[config.mk]
export PLATFORM = sky130hd
export DESIGN_NAME = fllc_top
export DESIGN_NICKNAME = d
export VERILOG_FILES = /design/src/logic/fllc_pkg.sv /design/src/logic/fllc_top.sv
export SDC_FILE = /design/constraint.sdc
export NUM_CORES = 1
export LEC_CHECK = 0
export BUFFER_PORTS_ARGS = -buffer_cell sky130_fd_sc_hd__buf_2
export CAP_MARGIN = 15
export CORE_MARGIN = 2
export CORE_UTILIZATION = 50
export DETAILED_ROUTE_END_ITERATION = 16
export PLACE_DENSITY = 0.76
export SLEW_MARGIN = 30
export SYNTH_ARGS = -nofsm -noshare
export SYNTH_HDL_FRONTEND = slang
export SYNTH_SLANG_ARGS = --single-unit
[constraint.sdc]
create_clock -name CLOCK -period 5.05 [get_ports CLOCK]
set_input_delay 0.2525 -clock CLOCK [delete_from_list [all_inputs] [get_ports CLOCK]]
set_output_delay 0.2525 -clock CLOCK [all_outputs]
set_load 0.05 [all_outputs]
[src/logic/fllc_pkg.sv]
package fllc_pkg;
  // ----------------------------------------
  // Timing
  // ----------------------------------------
  localparam int CLK_MHZ      = 125;
  localparam int CLK_HZ       = 125_000_000;
  localparam int SLOW_HZ      = 32_000;
  localparam int SLOW_DIV     = CLK_HZ / SLOW_HZ;
  localparam int START_NS     = 1000;
  localparam int START_CYC    = (START_NS * CLK_MHZ + 999) / 1000;
  localparam int LOCK_NS      = 2000;
  localparam int LOCK_CYC     = (LOCK_NS * CLK_MHZ + 999) / 1000;
  localparam int DEB_TICKS    = 4;
  // ----------------------------------------
  // Register indices (byte address = 4 * index)
  // ----------------------------------------
  localparam logic [9:0] IDX_CTRL1  = 10'h171;
  localparam logic [9:0] IDX_FRC1   = 10'h177;
  localparam logic [9:0] IDX_RDB1   = 10'h178;
  localparam logic [9:0] IDX_SS1    = 10'h189;
  localparam logic [9:0] IDX_CTRL2  = 10'h191;
  localparam logic [9:0] IDX_FRC2   = 10'h197;
  localparam logic [9:0] IDX_RDB2   = 10'h198;
  localparam logic [9:0] IDX_SS2    = 10'h1a9;
  localparam logic [9:0] IDX_STATUS = 10'h1c0;
  localparam logic [9:0] IDX_ROUTE  = 10'h1c1;
  // ----------------------------------------
  // Fields and reset values
  // ----------------------------------------
  localparam int ENA_BIT     = 0;
  localparam int FREERUN_BIT = 1;
  localparam int APPLY_BIT   = 15;
  localparam int VALID_BIT   = 15;
  localparam int INTEG_W     = 12;
  localparam int SEL_LSB     = 0;
  localparam int RATE_LSB    = 2;
  localparam int DEPTH_LSB   = 4;
  localparam int SS_W        = 6;
  localparam logic [1:0]  CTRL_RST = 2'h2;
  localparam logic [11:0] FRC1_RST = 12'h281;
  localparam logic [11:0] FRC2_RST = 12'h000;
  localparam logic [1:0]  RESP_OKAY   = 2'h0;
  localparam logic [1:0]  RESP_SLVERR = 2'h2;

  typedef enum logic [1:0] {
    MOD_OFF       = 2'b00,
    MOD_ZERO_MEAN = 2'b01,
    MOD_TRIANGLE  = 2'b10,
    MOD_DITHER    = 2'b11
  } fllc_mod_type;

  typedef enum logic [2:0] {
    LP_OFF     = 3'b000,
    LP_START   = 3'b001,
    LP_ACQUIRE = 3'b010,
    LP_LOCKED  = 3'b011,
    LP_FREERUN = 3'b100
  } fllc_state_type;

  // Depth in units of 0.1 %, rate in kHz
  typedef struct packed {
    logic                feedback_halt;
    logic [11:0]         integrator;
    fllc_mod_type        mod_select;
    logic [5:0]          mod_depth;
    logic [10:0]         mod_rate_khz;
  } fllc_loop_out_type;
endpackage

[src/logic/fllc_top.sv]
// Implementation choice: the AXI4-Lite slave port.
`timescale 1ns/1ps
// Operation
// - Free-run with loop enable halts feedback; oscillator ignores references.
// - Entering free-run from lock holds the latest integrator value.
// - A stopped reference leaves the loop running on its held integrator.
// - With free-run clear, loop re-locks once the reference returns.
// - Writing apply bit 15 loads the forced integrator, only in free-run.
// - Start-up in free-run uses reset value 281h (loop one), 000h (loop two).
// - Integrator readback is 12 bits with valid flag in bit 15.
// - Free-run enable resets to one.
// - A free-running loop can source the system or async domain clock.
// - Modulation select: 00 off, 01 zero-mean, 10 triangle, 11 dither.
// - Depth codes give 0.7/1.1/2.3/4.6 % triangle, 0.7/1.3/2.6/5.2 % zero-mean and dither.
// - Rate codes give 439k, 878k, 1.17M, 1.76M; triangle mode only.
// - Clock-OK rises once the loop has started and delivers a clock.
// - Lock status rises when the loop has locked to its reference.
// - Statuses reach interrupts through de-bounce needing 32kHz or system clock.
// - Status pins bypass de-bouncing and need no clock.
// - A loop-derived clock can drive a general-purpose pin.
module fllc_top (
  input  wire  logic                              CLOCK,
  input  wire  logic                              RST,
  input  wire  logic [11:0]                       AWADDR,
  input  wire  logic                              AWVALID,
  output logic                                    AWREADY,
  input  wire  logic [31:0]                       WDATA,
  input  wire  logic [3:0]                        WSTRB,
  input  wire  logic                              WVALID,
  output logic                                    WREADY,
  output logic [1:0]                              BRESP,
  output logic                                    BVALID,
  input  wire  logic                              BREADY,
  input  wire  logic [11:0]                       ARADDR,
  input  wire  logic                              ARVALID,
  output logic                                    ARREADY,
  output logic [31:0]                             RDATA,
  output logic [1:0]                              RRESP,
  output logic                                    RVALID,
  input  wire  logic                              RREADY,
  input  wire  logic [1:0]                        REF_PRESENT,
  input  wire  logic [1:0][11:0]                  INTEG_TRACK,
  input  wire  logic [1:0]                        LOOP_CLK,
  input  wire  logic                              SLOW_CLK_RUN,
  input  wire  logic                              SYSTEM_CLOCK_RUN,
  output fllc_pkg::fllc_loop_out_type [1:0]       LOOP_OUT,
  output logic [1:0]                              SYSTEM_CLOCK_FROM_LOOP,
  output logic [1:0]                              ASYNC_CLOCK_FROM_LOOP,
  output logic [1:0]                              IRQ_CLOCK_OK,
  output logic [1:0]                              IRQ_LOCK,
  output logic [1:0]                              GPIO_CLOCK_OK,
  output logic [1:0]                              GPIO_LOCK,
  output logic                                    GPIO_CLK_OUT
);
  import fllc_pkg::*;

  // ----------------------------------------
  // Helpers
  // ----------------------------------------
  function automatic logic [1:0] reg_kind(input logic [9:0] idx, output logic lp);
    lp = 1'b0;
    reg_kind = 2'h0;
    if (idx == IDX_CTRL2 || idx == IDX_FRC2 || idx == IDX_RDB2 || idx == IDX_SS2) begin
      lp = 1'b1;
    end
    if (idx == IDX_FRC1 || idx == IDX_FRC2) begin
      reg_kind = 2'h1;
    end else if (idx == IDX_RDB1 || idx == IDX_RDB2) begin
      reg_kind = 2'h2;
    end else if (idx == IDX_SS1 || idx == IDX_SS2) begin
      reg_kind = 2'h3;
    end
  endfunction

  function automatic logic mapped(input logic [9:0] idx);
    mapped = idx == IDX_CTRL1 || idx == IDX_FRC1 || idx == IDX_RDB1 || idx == IDX_SS1 ||
             idx == IDX_CTRL2 || idx == IDX_FRC2 || idx == IDX_RDB2 || idx == IDX_SS2 ||
             idx == IDX_STATUS || idx == IDX_ROUTE;
  endfunction

  // Depth in 0.1 % steps; zero-mean and dither share one table
  function automatic logic [5:0] depth_of(input logic [1:0] sel, input logic [1:0] code);
    logic [5:0] tri_t [4];
    logic [5:0] zm_t [4];
    tri_t = '{6'h07, 6'h0b, 6'h17, 6'h2e};
    zm_t  = '{6'h07, 6'h0d, 6'h1a, 6'h34};
    if (sel == MOD_OFF) begin
      depth_of = 6'h00;
    end else if (sel == MOD_TRIANGLE) begin
      depth_of = tri_t[code];
    end else begin
      depth_of = zm_t[code];
    end
  endfunction

  // ----------------------------------------
  // Register state
  // ----------------------------------------
  logic [1:0][1:0]      ctrl_q;
  logic [1:0][11:0]     frc_q;
  logic [1:0][5:0]      ss_q;
  logic [3:0]           route_q;
  logic [1:0]           apply_q;
  fllc_state_type       st_q [2];
  logic [1:0][11:0]     integ_q;
  logic [1:0][8:0]      cnt_q;

  // ----------------------------------------
  // AXI4-Lite write
  // ----------------------------------------
  logic                 aw_have_q;
  logic                 w_have_q;
  logic [9:0]           aw_idx_q;
  logic [31:0]          wdata_q;
  logic [3:0]           wstrb_q;
  logic                 wr_go;
  logic                 wr_lp;
  logic [1:0]           wr_kind;

  assign AWREADY = !aw_have_q && !BVALID;
  assign WREADY  = !w_have_q && !BVALID;
  assign wr_go   = aw_have_q && w_have_q && !BVALID;

  always_comb begin
    wr_kind = reg_kind(aw_idx_q, wr_lp);
  end

  always_ff @(posedge CLOCK) begin
    if (RST) begin
      aw_have_q <= 1'b0;
      w_have_q  <= 1'b0;
      aw_idx_q  <= 10'h000;
      wdata_q   <= 32'h0000_0000;
      wstrb_q   <= 4'h0;
      BVALID    <= 1'b0;
      BRESP     <= RESP_OKAY;
    end else begin
      if (AWVALID && AWREADY) begin
        aw_have_q <= 1'b1;
        aw_idx_q  <= AWADDR[11:2];
      end
      if (WVALID && WREADY) begin
        w_have_q <= 1'b1;
        wdata_q  <= WDATA;
        wstrb_q  <= WSTRB;
      end
      if (wr_go) begin
        aw_have_q <= 1'b0;
        w_have_q  <= 1'b0;
        BVALID    <= 1'b1;
        BRESP     <= mapped(aw_idx_q) ? RESP_OKAY : RESP_SLVERR;
      end else if (BVALID && BREADY) begin
        BVALID <= 1'b0;
      end
    end
  end

  // Software-owned fields
  always_ff @(posedge CLOCK) begin
    if (RST) begin
      ctrl_q  <= {CTRL_RST, CTRL_RST};
      frc_q   <= {FRC2_RST, FRC1_RST};
      ss_q    <= '0;
      route_q <= 4'h0;
      apply_q <= 2'h0;
    end else begin
      apply_q <= 2'h0;
      if (wr_go && aw_idx_q == IDX_ROUTE && wstrb_q[0]) begin
        route_q <= wdata_q[3:0];
      end
      if (wr_go && mapped(aw_idx_q) && aw_idx_q != IDX_STATUS && aw_idx_q != IDX_ROUTE) begin
        unique case (wr_kind)
          2'h0: if (wstrb_q[0]) begin
            ctrl_q[wr_lp] <= wdata_q[1:0];
          end
          2'h1: begin
            if (wstrb_q[0]) begin
              frc_q[wr_lp][7:0] <= wdata_q[7:0];
            end
            if (wstrb_q[1]) begin
              frc_q[wr_lp][11:8] <= wdata_q[11:8];
              apply_q[wr_lp]     <= wdata_q[APPLY_BIT];
            end
          end
          2'h2: begin
          end
          2'h3: if (wstrb_q[0]) begin
            ss_q[wr_lp] <= wdata_q[5:0];
          end
        endcase
      end
    end
  end

  // ----------------------------------------
  // AXI4-Lite read
  // ----------------------------------------
  logic [9:0]           ar_idx;
  logic                 rd_lp;
  logic [1:0]           rd_kind;
  logic [31:0]          rd_word;

  assign ARREADY = !RVALID;
  assign ar_idx  = ARADDR[11:2];

  always_comb begin
    rd_kind = reg_kind(ar_idx, rd_lp);
    rd_word = 32'h0000_0000;
    if (ar_idx == IDX_STATUS) begin
      rd_word[3:0] = {GPIO_LOCK, GPIO_CLOCK_OK};
    end else if (ar_idx == IDX_ROUTE) begin
      rd_word[3:0] = route_q;
    end else if (mapped(ar_idx)) begin
      unique case (rd_kind)
        2'h0: rd_word[1:0] = ctrl_q[rd_lp];
        2'h1: rd_word[11:0] = frc_q[rd_lp];
        2'h2: begin
          rd_word[11:0]     = integ_q[rd_lp];
          rd_word[VALID_BIT] = st_q[rd_lp] == LP_FREERUN;
        end
        2'h3: rd_word[5:0] = ss_q[rd_lp];
      endcase
    end
  end

  always_ff @(posedge CLOCK) begin
    if (RST) begin
      RVALID <= 1'b0;
      RDATA  <= 32'h0000_0000;
      RRESP  <= RESP_OKAY;
    end else if (ARVALID && ARREADY) begin
      RVALID <= 1'b1;
      RDATA  <= rd_word;
      RRESP  <= mapped(ar_idx) ? RESP_OKAY : RESP_SLVERR;
    end else if (RVALID && RREADY) begin
      RVALID <= 1'b0;
    end
  end

  // ----------------------------------------
  // Loop sequencing
  // ----------------------------------------
  // Integrator only follows the analogue filter while feedback runs;
  // everywhere else it holds, except the start-up preset and apply loads in free-run; this keeps the output frequency steady.
  always_ff @(posedge CLOCK) begin
    if (RST) begin
      st_q[0] <= LP_OFF;
      st_q[1] <= LP_OFF;
      integ_q <= '0;
      cnt_q   <= '0;
    end else begin
      for (int l = 0; l < 2; l++) begin
        if (!ctrl_q[l][ENA_BIT]) begin
          st_q[l]  <= LP_OFF;
          cnt_q[l] <= 9'h000;
        end else begin
          unique case (st_q[l])
            LP_OFF: begin
              st_q[l]  <= LP_START;
              cnt_q[l] <= 9'h000;
              if (ctrl_q[l][FREERUN_BIT]) begin
                integ_q[l] <= (l == 0) ? FRC1_RST : FRC2_RST;
              end
            end
            LP_START: begin
              cnt_q[l] <= cnt_q[l] + 9'h001;
              if (cnt_q[l] == 9'(START_CYC - 1)) begin
                cnt_q[l] <= 9'h000;
                st_q[l]  <= ctrl_q[l][FREERUN_BIT] ? LP_FREERUN : LP_ACQUIRE;
              end
            end
            LP_ACQUIRE: begin
              if (ctrl_q[l][FREERUN_BIT]) begin
                st_q[l] <= LP_FREERUN;
              end else if (!REF_PRESENT[l]) begin
                cnt_q[l] <= 9'h000;
              end else begin
                integ_q[l] <= INTEG_TRACK[l];
                cnt_q[l]   <= cnt_q[l] + 9'h001;
                if (cnt_q[l] == 9'(LOCK_CYC - 1)) begin
                  st_q[l] <= LP_LOCKED;
                end
              end
            end
            LP_LOCKED: begin
              cnt_q[l] <= 9'h000;
              if (ctrl_q[l][FREERUN_BIT]) begin
                st_q[l] <= LP_FREERUN;
              end else if (!REF_PRESENT[l]) begin
                st_q[l] <= LP_ACQUIRE;
              end else begin
                integ_q[l] <= INTEG_TRACK[l];
              end
            end
            LP_FREERUN: begin
              cnt_q[l] <= 9'h000;
              if (!ctrl_q[l][FREERUN_BIT]) begin
                st_q[l] <= LP_ACQUIRE;
              end else if (apply_q[l]) begin
                integ_q[l] <= frc_q[l];
              end
            end
            default: st_q[l] <= LP_OFF;
          endcase
        end
      end
    end
  end

  // ----------------------------------------
  // Loop outputs and status
  // ----------------------------------------
  always_comb begin
    for (int l = 0; l < 2; l++) begin
      GPIO_CLOCK_OK[l] = st_q[l] != LP_OFF && st_q[l] != LP_START;
      GPIO_LOCK[l]     = st_q[l] == LP_LOCKED && REF_PRESENT[l];
      LOOP_OUT[l].feedback_halt = !((st_q[l] == LP_ACQUIRE || st_q[l] == LP_LOCKED)
                                    && REF_PRESENT[l]);
      LOOP_OUT[l].integrator = integ_q[l];
      LOOP_OUT[l].mod_select = fllc_mod_type'(ss_q[l][SEL_LSB +: 2]);
      LOOP_OUT[l].mod_depth  = depth_of(ss_q[l][SEL_LSB +: 2], ss_q[l][DEPTH_LSB +: 2]);
      unique case (ss_q[l][RATE_LSB +: 2])
        2'h0: LOOP_OUT[l].mod_rate_khz = 11'd439;
        2'h1: LOOP_OUT[l].mod_rate_khz = 11'd878;
        2'h2: LOOP_OUT[l].mod_rate_khz = 11'd1170;
        2'h3: LOOP_OUT[l].mod_rate_khz = 11'd1760;
      endcase
      if (ss_q[l][SEL_LSB +: 2] != MOD_TRIANGLE) begin
        LOOP_OUT[l].mod_rate_khz = 11'd0;
      end
    end
  end

  // Only a free-running loop may be picked as a domain source
  always_comb begin
    SYSTEM_CLOCK_FROM_LOOP = 2'h0;
    ASYNC_CLOCK_FROM_LOOP  = 2'h0;
    for (int l = 0; l < 2; l++) begin
      SYSTEM_CLOCK_FROM_LOOP[l] = route_q[l] && st_q[l] == LP_FREERUN;
      ASYNC_CLOCK_FROM_LOOP[l]  = route_q[2 + l] && st_q[l] == LP_FREERUN;
    end
  end

  // ----------------------------------------
  // Clock to pin
  // ----------------------------------------
  logic [1:0]           pin_sel_q;
  always_ff @(posedge CLOCK) begin
    if (RST) begin
      pin_sel_q <= 2'h0;
    end else begin
      pin_sel_q <= route_q[1:0];
    end
  end
  // Gated mux is a glitch hazard on select change; software switches while idle
  assign GPIO_CLK_OUT = (pin_sel_q[0] & LOOP_CLK[0] & GPIO_CLOCK_OK[0]) |
                        (pin_sel_q[1] & !pin_sel_q[0] & LOOP_CLK[1] & GPIO_CLOCK_OK[1]);

  // ----------------------------------------
  // De-bounce toward interrupts
  // ----------------------------------------
  logic [11:0]          div_q;
  logic                 tick;
  logic [3:0]           raw;
  logic [3:0]           deb_q;
  logic [3:0][1:0]      dcnt_q;

  assign raw  = {GPIO_LOCK, GPIO_CLOCK_OK};
  // Without either clock the filter freezes, so no interrupt can rise
  assign tick = SYSTEM_CLOCK_RUN || (SLOW_CLK_RUN && div_q == 12'h000);
  assign {IRQ_LOCK, IRQ_CLOCK_OK} = deb_q;

  always_ff @(posedge CLOCK) begin
    if (RST || div_q == 12'(SLOW_DIV - 1)) begin
      div_q <= 12'h000;
    end else begin
      div_q <= div_q + 12'h001;
    end
  end

  always_ff @(posedge CLOCK) begin
    if (RST) begin
      deb_q  <= 4'h0;
      dcnt_q <= '0;
    end else if (tick) begin
      for (int i = 0; i < 4; i++) begin
        if (raw[i] == deb_q[i]) begin
          dcnt_q[i] <= 2'h0;
        end else if (dcnt_q[i] == 2'(DEB_TICKS - 1)) begin
          deb_q[i]  <= raw[i];
          dcnt_q[i] <= 2'h0;
        end else begin
          dcnt_q[i] <= dcnt_q[i] + 2'h1;
        end
      end
    end
  end
endmodule // fllc_top

Yosys cells after proc, flatten, opt, wreduce, memory -nomap -nowiden
Memories as Yosys holds them, arrays and structs flattened.
Index checks and enable logic that the tools add are counted.
Operators by class
  reduce and logical (&&, ||, !) cells: 105
  $lt $le $gt $ge: 5
  equality and inequality tests: 73
  bitwise operators: 36
  muxes and demuxes: 209
  add/subtract/negate cells: 7
Operators by type and width (number)
  $eq 10x9->1 const B: 20
  $mux 12: 16
  $mux 24: 5
  $mux 1: 99
  $mux 6: 15
  $pmux 11 s4: 2
  $pmux 12 s3: 2
  $mux 3: 20
  $mux 9: 6
  $pmux 9 s3: 2
  $bmux 6 s2: 4
  $bwmux 24: 2
  $mux 2: 19
  $logic_or 1x1->1: 34
  $eq 2x2->1 const B: 13
  $logic_and 1x1->1: 26
  $demux 12 s1: 2
  $mux 8: 3
  $ne 2x2->1 const B: 12
  $mux 11: 2
  $ne 10x9->1 const B: 2
  $or 1x1->1: 19
  $add 9x1->9 const B: 2
  $eq 9x7->1 const B: 2
  other kinds (40): 106
Word-level totals
  memories: 1
  output and inout port bits: 118
  memory bits (writable): 6
  register bits: 163
  input bits: 97
Memory list
  st_q: depth 2, bits a word 3, read ports 3, clocked after memory_dff 0, wr ports 2, line fllc_top.sv:104  | fllc_state_type st_q [2];

Depth between registers and ports, before layout
Gate-level depths: netlist (run 1).
  word-level depth: 17
  depth in mapped cells: 9

Worst setup path after synthesis (run 1)
OpenSTA, ideal clock, no wires.
  path type: reg-to-reg
  start point: reg BVALID
  end point: reg wdata_q[10]
  library setup time: 0.070 ns
  clock period less this slack: 2.230 ns
  data required time: 4.980 ns
  path buffers: 2
  arrival time: 2.160 ns
  stages on the path, launching flop included: 7
  slack: 2.820 ns
  cells stage by stage: dfxtp_1 -> nor2_1 -> and2_1 -> clkbuf_1 -> clkbuf_1 -> nand2_1 -> a21oi_1
Between the ends
  word-level cells in the longest chain between the ends: 3
RTL lines
  from (decl): line fllc_top.sv:32  | output logic BVALID,
  from (signal assigned): line fllc_top.sv:135  | BVALID <= 1'b0;
  from (signal assigned): line fllc_top.sv:150  | BVALID <= 1'b1;
  from (signal assigned): line fllc_top.sv:153  | BVALID <= 1'b0;
  $logic_not 1->1: line fllc_top.sv:121  | assign WREADY = !w_have_q && !BVALID;
  $logic_and 1x1->1: line fllc_top.sv:121
  net WREADY: line fllc_top.sv:30  | output logic WREADY,
  $logic_and 1x1->1: line fllc_top.sv:142  | if (WVALID && WREADY) begin
  to (signal assigned): line fllc_top.sv:133  | wdata_q <= 32'h0000_0000;
  to (signal assigned): line fllc_top.sv:144  | wdata_q <= WDATA;
  to (decl): line fllc_top.sv:114  | logic [31:0] wdata_q;
The timed path passes the listed nets, and every way through them passes these cells.
A chain may end at the register's enable or synchronous reset.

==> results.json, run 1 <==
{
  "syn_inst_count": 1002,
  "core_sq_um": 16500,
  "worstMarginPinSlew_ns": 0.890,
  "dp_hpwl_microns": 16700,
  "initial_core_util_pct": 50.8,
  "num-nets-final": 1248,
  "timing_max_transition_violations_final": 0,
  "final_cell_count_no_fill": 1365,
  "max_clock_freq_mhz": 376,
  "insertedDiodeCount": 0,
  "min_period_over_period_pct": 52.6,
  "utilization_pct": 59.4,
  "outcome": "completed",
  "synth_top_cells_by_area": "dfxtp_1, nor2_1, mux2i_1",
  "drc": 0,
  "fraction_of_layout_cells_with_a_size_suffix_above_1_pct": 20.2,
  "postRouteWirelength_microns": 22700,
  "groute.usage.overall_pct": 24.8,
  "worst-endpoint-arrival_ns": 2.41,
  "ant_nets": 0,
  "syn_avg_cell_area_sq_um": 8.38,
  "globalRouteOverflowTotal": 0,
  "cts_buffer_depth": 2,
  "number_of_synthesized_flops_with_an_enable_pin": 6,
  "boundaryPins": 215,
  "drt-wirelength-per-cell_microns": 16.7,
  "peakVddDrop_mv": 0.250,
  "row_count": 47,
  "postSynth.topFlopCell": "dfxtp_1",
  "die_height_microns": 134,
  "crit_slowest_cell": "nor2b_2",
  "cts_tree": "done",
  "cellLeakagePower_uw": 0.00400,
  "synth.distinct_cells": 76,
  "worst_clock_skew_ns": 0.0151,
  "drt_pre_antenna_iters": 5,
  "place.port_buffers": 168,
  "clkLatencyLatePin_ns": 0.44,
  "yosys.area.top_type": "dfxtp_1",
  "max_cap_violations": 0,
  "grt_first_pass_wirelength_microns": 35300,
  "dieWidth_microns": 134,
  "critical_path_source_type": "flop",
  "endpoint_kind": "output port",
  "power-per-cell-area_nw_per_um2": 290,
  "crit_path_max_fanout": 14,
  "syn-cell-area_sq_um": 8400,
  "vias_per_cell": 5.77,
  "ys.warnings.count": 0,
  "relSlewSlack_pct": 40.5,
  "critical_path.cell_chain": "nor2b_2 > and3_1 > buf_2",
  "postSynthRegisterBits": 164,
  "criticalPathCategory": "flop to output port",
  "fin_tns_setup_ns": 0,
  "critPathRequiredTime_ns": 4.80,
  "async_flop_share_pct": 0,
  "cts_post_setup_buffers_inserted": 0,
  "clock_sinks": 164,
  "place_inst": 1332,
  "min-delay-path-class": "primary input to flop",
  "unrepaired_setup_endpoints_after_global_routing": "no",
  "grt_max_degree": 67,
  "detailedRoute.firstIterationViolations": 606,
  "grt_pass1_vias": 6732,
  "min_period_ns": 2.66,
  "critical-path-max-stage-delay_ns": 0.64,
  "timing.final.setup_violations": 0,
  "synth_top_area_share_pct": 37.7,
  "synth_seq_area_share_pct": 39.8,
  "num_vias": 7872,
  "numCtsBuffers": 17,
  "h-tree-depth": 4,
  "gp_congestion": 0.877,
  "clkSlewWorstSetupHoldPaths_ns": 0.06,
  "final_hold_violations": 0,
  "p_total_uw": 2850,
  "areaGrowthSynthToFinish_pct": 16.9,
  "grt_antenna_before_repair": 0,
  "cts_root_buf": "clkbuf_16",
  "die_area_sq_um": 17800
}
-- where the power goes --
group | leakage [uW] | internal [uW] | switching [uW]
sequential | 0.00135 | 1320 | 27.0
clock | 0.000287 | 745 | 552
combinational | 0.00236 | 57.0 | 145
-- repair_timing --
item	4_1_cts	5_1_grt
gates resized for setup	0	0
hold buffers	1	0
endpoints found under the hold margin	1	0
-- critical path: cells and delay by family, from the launching register on --
family	cells	cell delay, ns
flip-flops	1	0.58
AND/OR/NAND/NOR	2	1.06
buffers and inverters	1	0.33
-- cell type report --
| type | count | area [sq um] |
|---|---|---|
| well taps | 220 | 275 |
| fillers | 1525 | 6710 |
| clock buffers | 18 | 439 |
| flip-flops and latches | 164 | 3340 |
| inverters | 26 | 97.6 |
| multi-input cells | 749 | 4620 |
| repair buffers | 174 | 891 |
| clock inverters | 14 | 151 |
-- state kept, by name, indices dropped and copies added, names as in the netlist, 6 cells and up --
signal,cells
LOOP_OUT,28
RDATA,13
cnt_q,18
dcnt_q,8
aw_idx_q,10
st_q,6
frc_q,24
ss_q,8
div_q,12
wdata_q,13
-- cells by family after synthesis --
| kind of cell | synth area share, % |
|---|---|
| AOI/OAI and AO/OA | 18.8 |
| xor gates and xnor gates | 3.13 |
| adders and majority gates | 2.83 |
| buffers and inverters | 6.42 |
| DFF | 39.8 |
| muxes | 5.05 |
| other | 0.0447 |
| and+or+nand+nor | 24.0 |
-- path summary, 6_finish.rpt --
kind	start	to	slack (ns)	depth (start not counted)
worst min-delay path	AWADDR[11]	aw_idx_q[9]	0.06	3
worst min register to register	RDATA[15]	RDATA[15]	0.46	2
worst max register to register	aw_idx_q[0]	frc_q[17]	2.60	6
worst max-delay path	st_q[1][1]	GPIO_LOCK[1]	2.39	3
-- cells in the mapped netlist (8+ instances only) --
master and count:
xnor2_1 10, a221oi_1 14, and3_1 17, a211oi_1 26
inv_1 26, dfxtp_1 158, buf_4 30, o31ai_1 8
nand3_1 36, mux2i_1 39, buf_2 8, o21ai_0 17
o22ai_1 13, a22oi_1 34, nor2b_1 16, nor3_1 18
xor2_1 20, nor2_1 136, nand2_1 101, ha_1 19
a21oi_1 70, clkbuf_1 42, nand2b_1 14, and2_1 9
-- through the flow --
stage	setup slack, ns	area, sq um	hold WS (ns)
6_report	2.39	9810	0.0556
5_1_grt	2.30	9810	0.0535
4_1_cts	2.42	9810	0.0450
3_5_place_dp	2.27	9210	0.448
3_3_place_gp	1.98	9190	0.443
2_1_floorplan	2.82	8470	0.353
-- layout by cell type, fill, tap and decap left out, drive strengths merged, types with 6 or more instances in the layout --
master  count
o21ai      18
xor2       20
nor3       19
xnor2      10
a211oi     26
clkbuf     18
and3       17
inv        29
a22oi      34
nand2b     14
buf       173
dfxtp     158
nand3      37
edfxtp      6
and2        9
nand4       8
a221oi     14
o22ai      13
mux2i      39
a21oi      71
conb       21
nor4b       7
o31ai       8
nor4        7
nor2      136
nand2     101
o21a        7
nor2b      16
clkinv      7
ha         19
-- routing by layer --
layer / vias to the layer above / global-route usage [%] / part of all wire (%)
met1: 3677 / 35.6 / 46
li1: 3810 / - / -
met4: 0 / 9.28 / 2.1
met5: - / 0 / 0
met3: 33 / 4.87 / 7.6
met2: 352 / 36.9 / 44
Note: power is estimated with default switching activity, not from simulation.
==> run 2: changes to the inputs <==
--- a/config.mk
+++ b/config.mk
@@ -8,7 +8,7 @@
 export BUFFER_PORTS_ARGS = -buffer_cell sky130_fd_sc_hd__buf_2
 export CAP_MARGIN = 15
 export CORE_MARGIN = 2
-export CORE_UTILIZATION = 50
+export CORE_UTILIZATION = 48
 export DETAILED_ROUTE_END_ITERATION = 16
 export PLACE_DENSITY = 0.76
 export SLEW_MARGIN = 30
==> constraint.sdc (replaced) <==
create_clock -name CLOCK -period 2.16 [get_ports CLOCK]
set_input_delay 0.108 -clock CLOCK [delete_from_list [all_inputs] [get_ports CLOCK]]
set_output_delay 0.108 -clock CLOCK [all_outputs]
set_load 0.05 [all_outputs]
==> run 2 against run 1 <==
Clock skew fell by 0.0062 ns. Sequential power rose by 130%. Wire length rose by 4.0%. Design area rose by 6.8%. Via count rose by 2.7%. Non-clock buffer count rose by 68. Combinational power rose to 2.7 times the previous value. Setup slack got worse by 2.3 ns. Register-to-register slack got worse by 2.5 ns. Clock power rose by 130%.
==> results.json, run 2 (same netlist as run 1, synthesis figures left out) <==
{
  "groute.usage.overall_pct": 25.6,
  "cts_post_setup_buffers_inserted": 0,
  "insertedDiodeCount": 0,
  "rr_startpoint": "aw_idx_q[2]",
  "areaGrowthSynthToFinish_pct": 24.8,
  "ff2ff_path_depth": 7,
  "grt_first_pass_wirelength_microns": 37700,
  "p_seq_share_pct": 46.7,
  "crit_path_max_fanout": 8,
  "cts_root_buf": "clkbuf_16",
  "ant_nets": 0,
  "worst-endpoint-arrival_ns": 2.39,
  "cellLeakagePower_uw": 0.00431,
  "h-tree-depth": 4,
  "drt_pre_antenna_iters": 5,
  "mostFrequentLayoutCells": "buf_2, dfxtp_1, nor2_1",
  "critical_path_source_type": "flop",
  "crit_cells": 7,
  "largest_register_ff_count": 28,
  "max_cap_violations": 0,
  "clock_sinks": 164,
  "gp_congestion": 0.940,
  "max_clock_freq_mhz": 479,
  "most_common_cell_after_layout_fill_and_taps_aside": "buf_2",
  "num-nets-final": 1316,
  "boundaryPins": 215,
  "endpoint_kind": "flop",
  "core_sq_um": 17200,
  "timing.final.setup_violations": 0,
  "postRouteWirelength_microns": 23700,
  "clkSlewWorstSetupHoldPaths_ns": 0.07,
  "fraction_of_layout_cells_with_a_size_suffix_above_1_pct": 23.3,
  "num_vias": 8086,
  "initial_core_util_pct": 48.9,
  "row_count": 48,
  "final_cell_count_no_fill": 1438,
  "crit_slowest_cell": "or3_4",
  "min_period_ns": 2.09,
  "critical_path.cell_chain": "nor4b_4 > nand3_2 > or3_4 > a21boi_1 > buf_4 > mux2i_1 > nor2_1",
  "min-delay-path-class": "primary input to flop",
  "critPathBufInv": 1,
  "critPathRequiredTime_ns": 2.47,
  "criticalPathCategory": "flop to flop",
  "cts_tree": "done",
  "intPower_uw": 5020,
  "globalRouteOverflowTotal": 0,
  "power_share_of_the_combinational_group_pct": 8.2,
  "place.port_buffers": 168,
  "p_total_uw": 6740,
  "numCtsBuffers": 17,
  "fraction_of_power_spent_switching_nets_pct": 25.5,
  "dieWidth_microns": 136,
  "power.net_switching_uw": 1720,
  "worst_clock_skew_ns": 0.00891,
  "relSlewSlack_pct": 59.1,
  "power.clock.fraction_pct": 45.1,
  "outcome": "completed",
  "worstMarginPinSlew_ns": 0.614,
  "timing_max_transition_violations_final": 0,
  "grt_pass1_vias": 7391,
  "final_hold_violations": 0,
  "drc": 0,
  "place_inst": 1377,
  "power-per-cell-area_nw_per_um2": 644,
  "peakVddDrop_mv": 0.596,
  "detailedRoute.firstIterationViolations": 601,
  "clkLatencyLatePin_ns": 0.43,
  "cpLargestDelayFamily": "simple AND/OR/NAND/NOR gates",
  "critPathCapture": "frc_q[15]",
  "grt_max_degree": 44,
  "drt-wirelength-per-cell_microns": 16.5,
  "worst-r2r-setup-slack_ns": 0.07,
  "cts_buffer_depth": 2,
  "fin_tns_setup_ns": 0,
  "dp_hpwl_microns": 17500,
  "vias_per_cell": 5.62,
  "die_height_microns": 136,
  "grt_antenna_before_repair": 0,
  "die_area_sq_um": 18600,
  "critical-path-max-stage-delay_ns": 0.43,
  "min_period_over_period_pct": 96.6,
  "timing.rr.end": "frc_q[15]",
  "timing.critical_path.from": "aw_idx_q[2]"
}
## run 2: cell count changes in the layout (fill, tap and decap cells not counted), sizes merged
cell | before | now
buf | 173 | 213
dlygate4sd3 | 1 | 29
## run 2: power by group through the flow
stage          clock network, uW  registers, uW  logic [uW]
2_1_floorplan                  0           3210         340
5_1_grt                     3220           3150         597
3_3_place_gp                   0           3210         487
6_report                    3040           3150         550
3_5_place_dp                   0           3210         492
4_1_cts                     3090           3140         534
## run 2: how the worst min path moves through the flow
stage                startpoint      endpoint  slack, ns  depth (start not counted)
4_1_cts         INTEG_TRACK[20]  LOOP_OUT[59]       0.05                          3
5_1_grt         INTEG_TRACK[20]  LOOP_OUT[59]       0.04                          3
2_1_floorplan            RREADY        RVALID       0.21                          1
3_3_place_gp             RREADY        RVALID       0.30                          2
6_report       SYSTEM_CLOCK_RUN     dcnt_q[1]       0.04                          4
3_5_place_dp             RREADY        RVALID       0.30                          2
## run 2: timing repair
action	CTS	global route
endpoints found under the hold margin	34	0
hold buffers	29	0
gates resized for setup	1	16
setup endpoints to repair	1	38
pin swaps	0	1
## run 2: area by class of cell
class                   instances  area (sq um)
repair buffers                242          1490
inverters                      26          97.6
well taps                     225           282
fillers                      1515          6700
multi-input cells             749          4670
clock inverters                14           154
clock buffers                  18           439
flip-flops and latches        164          3350
## run 2: worst reg2reg max path: cells and delay by family (launching register included)
kind	cells	cell delay (ns)
DFF	1	0.35
buffers and inverters	1	0.22
AOI/OAI and AO/OA	1	0.16
and+or+nand+nor	4	1.03
muxes	1	0.21
## run 2: metrics by stage
stage / utilization (%) / setup slack, ns / hold WS, ns / area, sq um
final: 61.0 / 0.0731 / 0.0434 / 10500
after global routing: 61.0 / -0.0451 / 0.0441 / 10500
after CTS: 60.6 / 0.000369 / 0.0452 / 10400
after detailed placement: 55.4 / 0.00360 / 0.299 / 9520
after global placement: 55.4 / 0.0899 / 0.301 / 9520
after floorplan: - / 0.0000346 / 0.208 / 8480
## run 2: per-layer routing
metal / part of all wire (%) / global-route usage (%) / vias to the layer above
met4: 2.6 / 9.26 / 0
met5: 0 / 0 / -
li1: - / - / 3959
met2: 46 / 40.5 / 319
met3: 7.0 / 4.74 / 48
met1: 44 / 34.9 / 3760
